### config.mk
export PLATFORM = sky130hd
export DESIGN_NAME = cmbi_top
export DESIGN_NICKNAME = d
export VERILOG_FILES = /design/src/cmbi_pkg.sv /design/src/cmbi_sync.sv /design/src/cmbi_top.sv
export SDC_FILE = /design/constraint.sdc
export NUM_CORES = 1
export LEC_CHECK = 0
export BUFFER_PORTS_ARGS = -buffer_cell sky130_fd_sc_hd__buf_2
export CORE_ASPECT_RATIO = 0.8
export CORE_UTILIZATION = 30
export DETAILED_ROUTE_END_ITERATION = 6
export SETUP_SLACK_MARGIN = 0.4
export SLEW_MARGIN = 20
export SYNTH_ARGS = -nofsm -noshare
export SYNTH_HDL_FRONTEND = slang
export SYNTH_SLANG_ARGS = --single-unit
### constraint.sdc
create_clock -name ref_clk -period 3 [get_ports ref_clk]
set_input_delay 0.3 -clock ref_clk [delete_from_list [all_inputs] [get_ports ref_clk]]
set_output_delay 0.3 -clock ref_clk [all_outputs]
set_load 0.02 [all_outputs]
### src/cmbi_pkg.sv
// cmbi_pkg: constants, op codes, states and carriers of the memory bus interface.
// assumes a single 125 MHz core clock; all pin timing is derived from it.
package cmbi_pkg;
  localparam int CLK_PERIOD_NS = 8;
  // least times, rounded up to whole clock cycles
  localparam int CACHE_RD_NS = 24;
  localparam int CACHE_RD_CYC = (CACHE_RD_NS + CLK_PERIOD_NS - 1) / CLK_PERIOD_NS;
  localparam int CACHE_WR_NS = 16;
  localparam int CACHE_WR_CYC = (CACHE_WR_NS + CLK_PERIOD_NS - 1) / CLK_PERIOD_NS;
  localparam int ASYNC_MIN_NS = 32;
  localparam int ASYNC_MIN_CYC = (ASYNC_MIN_NS + CLK_PERIOD_NS - 1) / CLK_PERIOD_NS;
  localparam int CNT_W = 4;

  localparam int DATA_W = 32;
  localparam int PAR_W = 4;
  localparam int TAG_W = 19;
  localparam int TAG_LSB = 13;
  localparam int ADDR_LO_W = 24;
  localparam int COND_W = 4;
  localparam int IRQ_W = 6;
  localparam int SIZE_W = 2;
  // mode bit, sampled from the interrupt pins at reset, that turns parity on
  localparam int MODE_PAR_BIT = 0;
  localparam logic [IRQ_W-1:0] MODE_RST = 6'h00;
  localparam logic [2:0] KIND_IDLE = 3'h0;

  typedef enum logic [2:0] {
    OP_IRD = 3'h0,
    OP_IWR = 3'h1,
    OP_DRD = 3'h2,
    OP_DWR = 3'h3,
    OP_ARD = 3'h4,
    OP_AWR = 3'h5
  } cmbi_op_t;

  typedef enum logic [2:0] {
    ST_IDLE = 3'h0,
    ST_CRD = 3'h1,
    ST_CWR = 3'h2,
    ST_ARD = 3'h3,
    ST_AWR = 3'h4,
    ST_CPST = 3'h5,
    ST_DMA = 3'h6
  } cmbi_state_t;

  typedef struct packed {
    cmbi_op_t op;
    logic fetch;
    logic [SIZE_W-1:0] size;
    logic [31:0] addr;
    logic [DATA_W-1:0] wdata;
  } cmbi_req_t;

  typedef struct packed {
    logic [DATA_W-1:0] rdata;
    logic hit;
    logic parity_bad;
    logic bus_fault;
    logic burst;
  } cmbi_rsp_t;

  // even parity: each bit makes its byte plus itself hold an even count of ones
  function automatic logic [PAR_W-1:0] cmbi_par(input logic [DATA_W-1:0] d);
    logic [PAR_W-1:0] p;
    p = '0;
    for (int i = 0; i < PAR_W; i++) begin
      p[i] = ^d[8*i +: 8];
    end
    return p;
  endfunction
endpackage

### src/cmbi_sync.sv
// cmbi_sync: two-flop synchroniser for a vector of unrelated levels.
// assumes each bit is a slow level; no bus coherence is promised across bits.
`timescale 1ns/100ps
`default_nettype none
module cmbi_sync #(
  parameter int W = 1
) (
  // clock
  input wire logic ref_clk,
  // levels
  input wire logic [W-1:0] d,
  output logic [W-1:0] q
);
  logic [W-1:0] meta_r;

  if (W < 1) begin : g_chk
    $error("cmbi_sync width must be at least 1");
  end

  // first stage feeds only the second
  always_ff @(posedge ref_clk) begin
    meta_r <= d;
    q <= meta_r;
  end
endmodule
`default_nettype wire

### src/cmbi_top.sv
// cmbi_top: cache sram and asynchronous memory interface of the processor.
// assumes pin inputs are asynchronous to ref_clk and that the core holds req until taken.
`timescale 1ns/100ps
`default_nettype none
// Function
// - one shared 32-bit data bus for everything
// - drive even byte parity on every write
// - bad parity when enabled: flag and miss
// - 19-bit tag bus carries tags, high address
// - 24-bit low address bus for all spaces
// - cache enables have selectable active polarity
// - cache latch clocks toggle all the time
// - valid high means tags valid; written on update
// - sticky parity fault until software clears it
// - top kind pin function chosen at reset
// - 3-bit kind bus: size, data, purpose
// - strobe each async read and write cycle
// - enable read buffer during async reads
// - run output shows run versus stall
// - exception output aborts committing instruction
// - read stall held; sampled only in read stalls
// - write stall sampled only during writes
// - coprocessor stall input starts and ends stalls
// - condition bit 0 picks burst refill
// - dma hold stalls and floats cache interface
// - interrupt pins sampled as modes at reset
module cmbi_top (
  // clock and reset
  input wire logic ref_clk,
  input wire logic rst,
  // core request and answer
  input wire logic req_valid,
  input wire cmbi_pkg::cmbi_req_t req,
  output logic req_ready,
  output logic rsp_valid,
  output cmbi_pkg::cmbi_rsp_t rsp,
  input wire logic exception_req,
  // configuration and status
  input wire logic [3:0] strobe_pol,
  input wire logic parity_fault_clear,
  output logic parity_fault_flag,
  output logic parity_enabled,
  output logic [cmbi_pkg::IRQ_W-1:0] mode_bits,
  output logic [cmbi_pkg::IRQ_W-1:0] irq_level,
  output logic [cmbi_pkg::COND_W-2:0] coproc_branch_cond,
  // shared data, parity, tag and valid pins
  input wire logic [cmbi_pkg::DATA_W-1:0] data_in,
  output logic [cmbi_pkg::DATA_W-1:0] data_out,
  output logic data_oe,
  input wire logic [cmbi_pkg::PAR_W-1:0] byte_parity_bus_in,
  output logic [cmbi_pkg::PAR_W-1:0] byte_parity_bus_out,
  output logic byte_parity_bus_oe,
  input wire logic [cmbi_pkg::TAG_W-1:0] tag_in,
  output logic [cmbi_pkg::TAG_W-1:0] tag_out,
  output logic tag_oe,
  input wire logic valid_in,
  output logic valid_out,
  output logic valid_oe,
  // cache control pins
  output logic [cmbi_pkg::ADDR_LO_W-1:0] low_address_bus,
  output logic cache_ctrl_oe,
  output logic icache_output_enable,
  output logic icache_write_enable,
  output logic dcache_output_enable,
  output logic dcache_write_enable,
  output logic icache_latch_clock,
  output logic dcache_latch_clock,
  // asynchronous memory pins
  output logic [1:0] access_kind_bus,
  output logic access_kind_top_pin,
  output logic async_read_strobe,
  output logic async_write_strobe,
  output logic read_buffer_enable,
  input wire logic bus_fault_in,
  input wire logic read_stall_in,
  input wire logic write_stall_in,
  // processor control pins
  output logic run,
  output logic exception,
  output logic system_clock_out,
  output logic coproc_sync_clock,
  input wire logic coproc_stall_in,
  input wire logic [cmbi_pkg::COND_W-1:0] coproc_condition_bus,
  input wire logic dma_hold_in,
  input wire logic [cmbi_pkg::IRQ_W-1:0] irq_in,
  input wire logic double_rate_master_clock
);
  import cmbi_pkg::*;

  localparam int BUS_W = DATA_W + PAR_W + TAG_W + 1;
  localparam int CTL_W = COND_W + IRQ_W + 6;

  logic [DATA_W-1:0] d_s;
  logic [PAR_W-1:0] p_s;
  logic [TAG_W-1:0] t_s;
  logic v_s, rs_s, ws_s, cs_s, dma_s, bf_s, mclk_s, mclk_d_r;
  logic [COND_W-1:0] cc_s;
  logic [IRQ_W-1:0] irq_s;
  cmbi_state_t state_r, state_nxt;
  cmbi_req_t cur_r, cur_nxt;
  logic [CNT_W-1:0] cnt_r;
  logic take, last, mclk_rise, par_en, par_bad, par_set, hit_nxt;
  logic div_r, flag_r;
  logic [2:0] kind_nxt;
  // every pin input crosses two flops before use
  cmbi_sync #(.W(BUS_W)) u_sync_bus (
    .ref_clk(ref_clk),
    .d({data_in, byte_parity_bus_in, tag_in, valid_in}),
    .q({d_s, p_s, t_s, v_s})
  );
  cmbi_sync #(.W(CTL_W)) u_sync_ctl (
    .ref_clk(ref_clk),
    .d({coproc_condition_bus, irq_in, read_stall_in, write_stall_in, coproc_stall_in,
        dma_hold_in, bus_fault_in, double_rate_master_clock}),
    .q({cc_s, irq_s, rs_s, ws_s, cs_s, dma_s, bf_s, mclk_s})
  );
  assign par_en = mode_bits[MODE_PAR_BIT];
  assign mclk_rise = mclk_s & ~mclk_d_r;
  assign take = (state_r == ST_IDLE) && req_valid && req_ready;
  // sequencing of cache, async and stall states
  always_comb begin
    state_nxt = state_r;
    last = 1'b0;
    case (state_r)
      ST_IDLE: begin
        if (take) begin
          case (req.op)
            OP_IRD, OP_DRD: state_nxt = ST_CRD;
            OP_IWR, OP_DWR: state_nxt = ST_CWR;
            OP_ARD: state_nxt = ST_ARD;
            OP_AWR: state_nxt = ST_AWR;
            default: state_nxt = ST_IDLE;
          endcase
        end else if (dma_s) begin
          state_nxt = ST_DMA;
        end else if (cs_s) begin
          state_nxt = ST_CPST;
        end
      end
      ST_CRD: last = (cnt_r == CNT_W'(CACHE_RD_CYC - 1));
      ST_CWR: last = (cnt_r == CNT_W'(CACHE_WR_CYC - 1));
      // read stall ends when the memory drops it or signals a bus fault
      ST_ARD: last = (cnt_r >= CNT_W'(ASYNC_MIN_CYC - 1)) && (!rs_s || bf_s);
      ST_AWR: last = (cnt_r >= CNT_W'(ASYNC_MIN_CYC - 1)) && (!ws_s || bf_s);
      ST_CPST: last = !cs_s;
      ST_DMA: last = !dma_s;
      default: last = 1'b1;
    endcase
    if (last) begin
      state_nxt = ST_IDLE;
    end
  end
  always_comb begin
    cur_nxt = take ? req : cur_r;
    par_bad = par_en && (p_s != cmbi_par(d_s));
    hit_nxt = v_s && (t_s == cur_r.addr[31:TAG_LSB]) && !par_bad;
    par_set = (state_r == ST_CRD) && last && par_bad;
    kind_nxt = KIND_IDLE;
    if (state_nxt == ST_ARD || state_nxt == ST_AWR) begin
      kind_nxt = {~cur_nxt.fetch, cur_nxt.size};
    end
  end

  always_ff @(posedge ref_clk) begin
    if (rst) begin
      state_r <= ST_IDLE;
      cur_r <= '0;
      cnt_r <= '0;
    end else begin
      state_r <= state_nxt;
      cur_r <= cur_nxt;
      if (state_nxt != state_r) begin
        cnt_r <= '0;
      end else if (cnt_r != '1) begin
        cnt_r <= cnt_r + 1'b1;
      end
    end
  end
  // modes caught while reset is held, not re-latched until the next reset
  always_ff @(posedge ref_clk) begin
    if (rst) begin
      mode_bits <= irq_s;
      irq_level <= '0;
    end else begin
      irq_level <= irq_s;
    end
  end
  // sticky fault; a new error beats a clear in the same cycle
  always_ff @(posedge ref_clk) begin
    if (rst) begin
      flag_r <= 1'b0;
    end else if (par_set) begin
      flag_r <= 1'b1;
    end else if (parity_fault_clear) begin
      flag_r <= 1'b0;
    end
  end
  assign parity_fault_flag = flag_r;
  assign parity_enabled = par_en;
  // latch clocks free-run, toggling on each master clock rising edge
  always_ff @(posedge ref_clk) begin
    if (rst) begin
      mclk_d_r <= 1'b0;
      div_r <= 1'b0;
    end else begin
      mclk_d_r <= mclk_s;
      if (mclk_rise) begin
        div_r <= ~div_r;
      end
    end
  end
  assign icache_latch_clock = div_r;
  assign dcache_latch_clock = div_r;
  assign system_clock_out = div_r;
  assign coproc_sync_clock = div_r;
  // answers to the core
  always_ff @(posedge ref_clk) begin
    if (rst) begin
      req_ready <= 1'b0;
      rsp_valid <= 1'b0;
      rsp <= '0;
      exception <= 1'b0;
      coproc_branch_cond <= '0;
    end else begin
      req_ready <= (state_nxt == ST_IDLE) && !dma_s && !cs_s;
      rsp_valid <= last && (state_r inside {ST_CRD, ST_CWR, ST_ARD, ST_AWR});
      coproc_branch_cond <= cc_s[COND_W-1:1];
      exception <= exception_req || (last && bf_s && (state_r inside {ST_ARD, ST_AWR}));
      if (last) begin
        rsp.rdata <= d_s;
        rsp.hit <= (state_r == ST_CRD) && hit_nxt;
        rsp.parity_bad <= (state_r == ST_CRD) && par_bad;
        rsp.bus_fault <= (state_r inside {ST_ARD, ST_AWR}) && bf_s;
        rsp.burst <= (state_r == ST_CRD) && !hit_nxt && cc_s[0];
      end
    end
  end
  // pin drive, registered from the next state so pins switch with the state
  always_ff @(posedge ref_clk) begin
    if (rst) begin
      data_out <= '0;
      data_oe <= 1'b0;
      byte_parity_bus_out <= '0;
      byte_parity_bus_oe <= 1'b0;
      tag_out <= '0;
      tag_oe <= 1'b0;
      valid_out <= 1'b0;
      valid_oe <= 1'b0;
      low_address_bus <= '0;
      cache_ctrl_oe <= 1'b0;
    end else begin
      data_out <= cur_nxt.wdata;
      data_oe <= state_nxt inside {ST_CWR, ST_AWR};
      byte_parity_bus_out <= cmbi_par(cur_nxt.wdata);
      byte_parity_bus_oe <= state_nxt inside {ST_CWR, ST_AWR};
      tag_out <= cur_nxt.addr[31:TAG_LSB];
      tag_oe <= state_nxt inside {ST_CWR, ST_ARD, ST_AWR};
      valid_out <= 1'b1;
      valid_oe <= state_nxt == ST_CWR;
      low_address_bus <= cur_nxt.addr[ADDR_LO_W-1:0];
      // floated while dma owns the sram buses
      cache_ctrl_oe <= state_nxt != ST_DMA;
    end
  end
  // polarity bit high means the strobe is active high
  always_ff @(posedge ref_clk) begin
    if (rst) begin
      icache_output_enable <= 1'b0;
      icache_write_enable <= 1'b0;
      dcache_output_enable <= 1'b0;
      dcache_write_enable <= 1'b0;
    end else begin
      icache_output_enable <= ~(((state_nxt == ST_CRD) && cur_nxt.op == OP_IRD) ^ strobe_pol[0]);
      icache_write_enable <= ~(((state_nxt == ST_CWR) && cur_nxt.op == OP_IWR) ^ strobe_pol[1]);
      dcache_output_enable <= ~(((state_nxt == ST_CRD) && cur_nxt.op == OP_DRD) ^ strobe_pol[2]);
      dcache_write_enable <= ~(((state_nxt == ST_CWR) && cur_nxt.op == OP_DWR) ^ strobe_pol[3]);
    end
  end

  always_ff @(posedge ref_clk) begin
    if (rst) begin
      access_kind_bus <= '0;
      access_kind_top_pin <= 1'b0;
      async_read_strobe <= 1'b0;
      async_write_strobe <= 1'b0;
      read_buffer_enable <= 1'b0;
      run <= 1'b0;
    end else begin
      access_kind_bus <= kind_nxt[1:0];
      // shared pin: low-active fault output when parity is on
      access_kind_top_pin <= par_en ? ~(flag_r | par_set) : kind_nxt[2];
      async_read_strobe <= state_nxt == ST_ARD;
      async_write_strobe <= state_nxt == ST_AWR;
      read_buffer_enable <= state_nxt == ST_ARD;
      run <= state_nxt inside {ST_IDLE, ST_CRD, ST_CWR};
    end
  end
endmodule
`default_nettype wire

==> impl_metrics.yaml <==
setup_path:
  path_buf_inv: 0
  cp_max_fo: 10
  critPathMaxStageDelay_ns: 0.49
  crit_family: "simple AND/OR/NAND/NOR gates"
  slowest_stage: "o41ai_2"
  start_kind: "flop"
  worstPathArrival_ns: 2.97
  required_ns: 3.45
  worstSetupPathType: "reg2reg"
  cp-end-kind: "flop"
  crit_chain: "nor4b_4 > a21oi_1 > o41ai_2 > nand3b_1 > nor4_2 > mux2_1"
finish:
  seq_area_um2: 6010
  stdcell_area_um2: 13900
  syn_to_final_growth_pct: 37.9
  num-nets-final: 1505
  drive_gt1_share_pct: 28.4
  multiInputGateArea_um2: 3340
  n_fill_cell: 3114
place:
  routabilityCongestion: 0.792
  post_dp_cell_area_um2: 11500
  dp_hpwl_um: 17500
  place_ws_ns: 0.355
  port_buffers: 306
clock_network:
  ctsLongestPathBuffers: 3
  clock-sinks: 297
  clk_pin_slew_worst_paths_ns: 0.06
  clockRootBuffer: "clkbuf_16"
  worstSkewPairLatency_ns: 0.58
  cts_made_buffers: 30
  htreeDepth: 1
  cts_tree: "done"
sta:
  slew_violations: 0
  max_freq_ghz: 0.397
  max-slew-margin-rel_pct: 47.3
  setup_tns_ns: 0
  hold_viol_final: 0
  min_period_over_period_pct: 84.0
  rsz0062_at_grt: "yes"
  setup-violations-final: 0
  fin_ws_ns: 0.479
  period_needed_ns: 2.52
  fin_skew_ns: 0.0213
  tightest_slew_ns: 0.780
floorplan:
  core_um2: 32900
  ios: 307
  die_h_um: 166
  dieArea_um2: 34500
  initial_core_util_pct: 30.8
  num_rows: 59
  die_w_um: 207
detailed_routing:
  wire_per_inst_um: 14.5
  route.met3.wl_um: 1310
  wl_met2_um: 11800
  num_vias: 7693
  routed_wl_um: 26000
  ant_nets: 0
  drc: 0
  drt_iter0_drc: 396
  drt-met1-wl_um: 12200
  routed.top_layer: "met4"
  drt-vias-per-instance: 4.28
  dr.pass1.iters: 5
synth:
  synth_seq_cells: 297
  synth_fp_nets: 1140
  syn_inst: 988
  yosysWarnings: 0
  ys_async_sr_fraction_pct: 0
  ys_types: 55
  ys.flop_type: "dfxtp_1"
  synth_edf_count: 6
  yosysTopAreaCell: "dfxtp_1"
  synthesis.area_um2: 10100
  synthTopCellsByArea: "dfxtp_1, nand2_1, xnor2_1, buf_4, a21oi_1"
  synth_seq_area_share_pct: 59.4
  synth_top_area_share_pct: 57.6
  syn_avg_cell_area_um2: 10.2
global_routing:
  grt_pass1_vias: 7536
  grt_max_degree: 71
  grt_usage_pct: 14.7
  grt_pass1_wl_um: 41000
  antenna_found_initial: 1
  grt.overflow.total: 0
flow_run:
  drv_cap: 0
power_and_ir_drop:
  ir_worst_vdd_uv: 565
  total_power_w: 0.00899
  power_density_nw_per_um2: 645
  p_leak_nw: 5.99
hold_path:
  worstHoldPathType: "in2reg"
outcome:
  status: "finished, final reports clean"
## worst reg2reg max path, cell delays in order (launching register included)
cell and delay [ns]:
dfxtp_2 0.39, nor4b_4 0.43, a21oi_1 0.17, o41ai_2 0.49, nand3b_1 0.24, nor4_2 0.34
mux2_1 0.35
## layout make-up
class | count | share of cell area (%)
sequential | 297 | 43.1
multi-input combinational | 560 | 23.9
timing repair buffer | 458 | 21.9
clock buffer | 43 | 6.45
tap | 427 | 3.83
clock inverter | 6 | 0.619
inverter | 6 | 0.161
antenna | 1 | 0.0179
## cell usage after synthesis (all sizes together), types with 4 or more instances
library cell / number
inv: 6
nand2: 206
a211oi: 6
dfxtp: 291
nor2: 29
xnor3: 4
nor3: 10
xor2: 20
nand3: 6
xnor2: 81
mux2: 4
edfxtp: 6
mux2i: 6
clkbuf: 38
nor4: 11
nor2b: 18
buf: 87
a21oi: 106
## cell usage in the layout (no fill, tap or decap), drive strengths merged, types with 4 or more instances in the layout
cell type and instances:
buf 320, nor3 10, dfxtp 291, mux2 4, nor2 29, xor2 20
a21oi 106, inv 6, xnor2 81, nand3 6, nand2 206, nor4 11
xnor3 4, nor2b 18, edfxtp 6, dlygate4sd3 138, mux2i 6, clkbuf 43
clkinv 4, a211oi 6
## state kept, by name, summed over array words and instances, names as in the netlist, 2 cells and up
register             count
coproc_branch_cond       3
byte_parity_bus_out      4
mode_bits                6
u_sync_ctl.meta_r       16
state_r                  3
cur_r                   38
u_sync_ctl.q            16
irq_level                6
rsp                     36
access_kind_bus          2
data_out                32
cnt_r                    4
u_sync_bus.meta_r       56
u_sync_bus.q            56
## cell families after synthesis
group	Yosys count	synth area share (%)
AOI/OAI and AO/OA	136	8.08
adders and majority gates	1	0.124
DFF	297	59.4
xor gates and xnor gates	105	9.64
muxes	10	1.04
and+or+nand+nor	308	13.8
buffers and inverters	131	7.97
## final timing paths
check / from / end / slack (ns) / depth (start not counted)
worst max-delay path: state_r[1] / icache_write_enable / 0.48 / 6
worst min-delay path: req[64] / cur_r[64] / 0.03 / 3
worst max register to register: state_r[1] / icache_write_enable / 0.48 / 6
worst min register to register: u_sync_bus.meta_r[55] / u_sync_bus.q[55] / 0.32 / 0
## stage by stage
| step | instances | hold WS (ns) | util, % |
|---|---|---|---|
| after CTS | 1793 | 0.0117 | 42.3 |
| after global routing | 1798 | 0.0261 | 42.5 |
| after floorplan | 988 | 0.310 | - |
| final | 1798 | 0.0275 | 42.5 |
| after global placement | 1606 | 0.310 | 35.1 |
| after detailed placement | 1606 | 0.312 | 35.1 |
## power by group
| part | total, W | switching, W | leakage, nW | internal, W |
|---|---|---|---|---|
| registers | 0.00425 | 0.0000984 | 2.47 | 0.00415 |
| clock network | 0.00369 | 0.00154 | 0.483 | 0.00215 |
| logic | 0.00105 | 0.000554 | 3.04 | 0.000499 |
## per-layer routing
layer  vias to the layer above  GRT usage, %
li1                       3864             -
met1                      3550          19.5
met2                       232          23.9
met3                        47          3.31
met4                         0          4.41
met5                         -             0
## repair_timing
item | in CTS | in global routing
buffers inserted | 0 | 4
pin swaps | 1 | 3
gates resized for setup | 0 | 6
hold buffers | 138 | 0
hold endpoints to repair | 138 | 0
endpoints found under the setup margin | 2 | 38
Note: power is estimated with default switching activity, not from simulation.
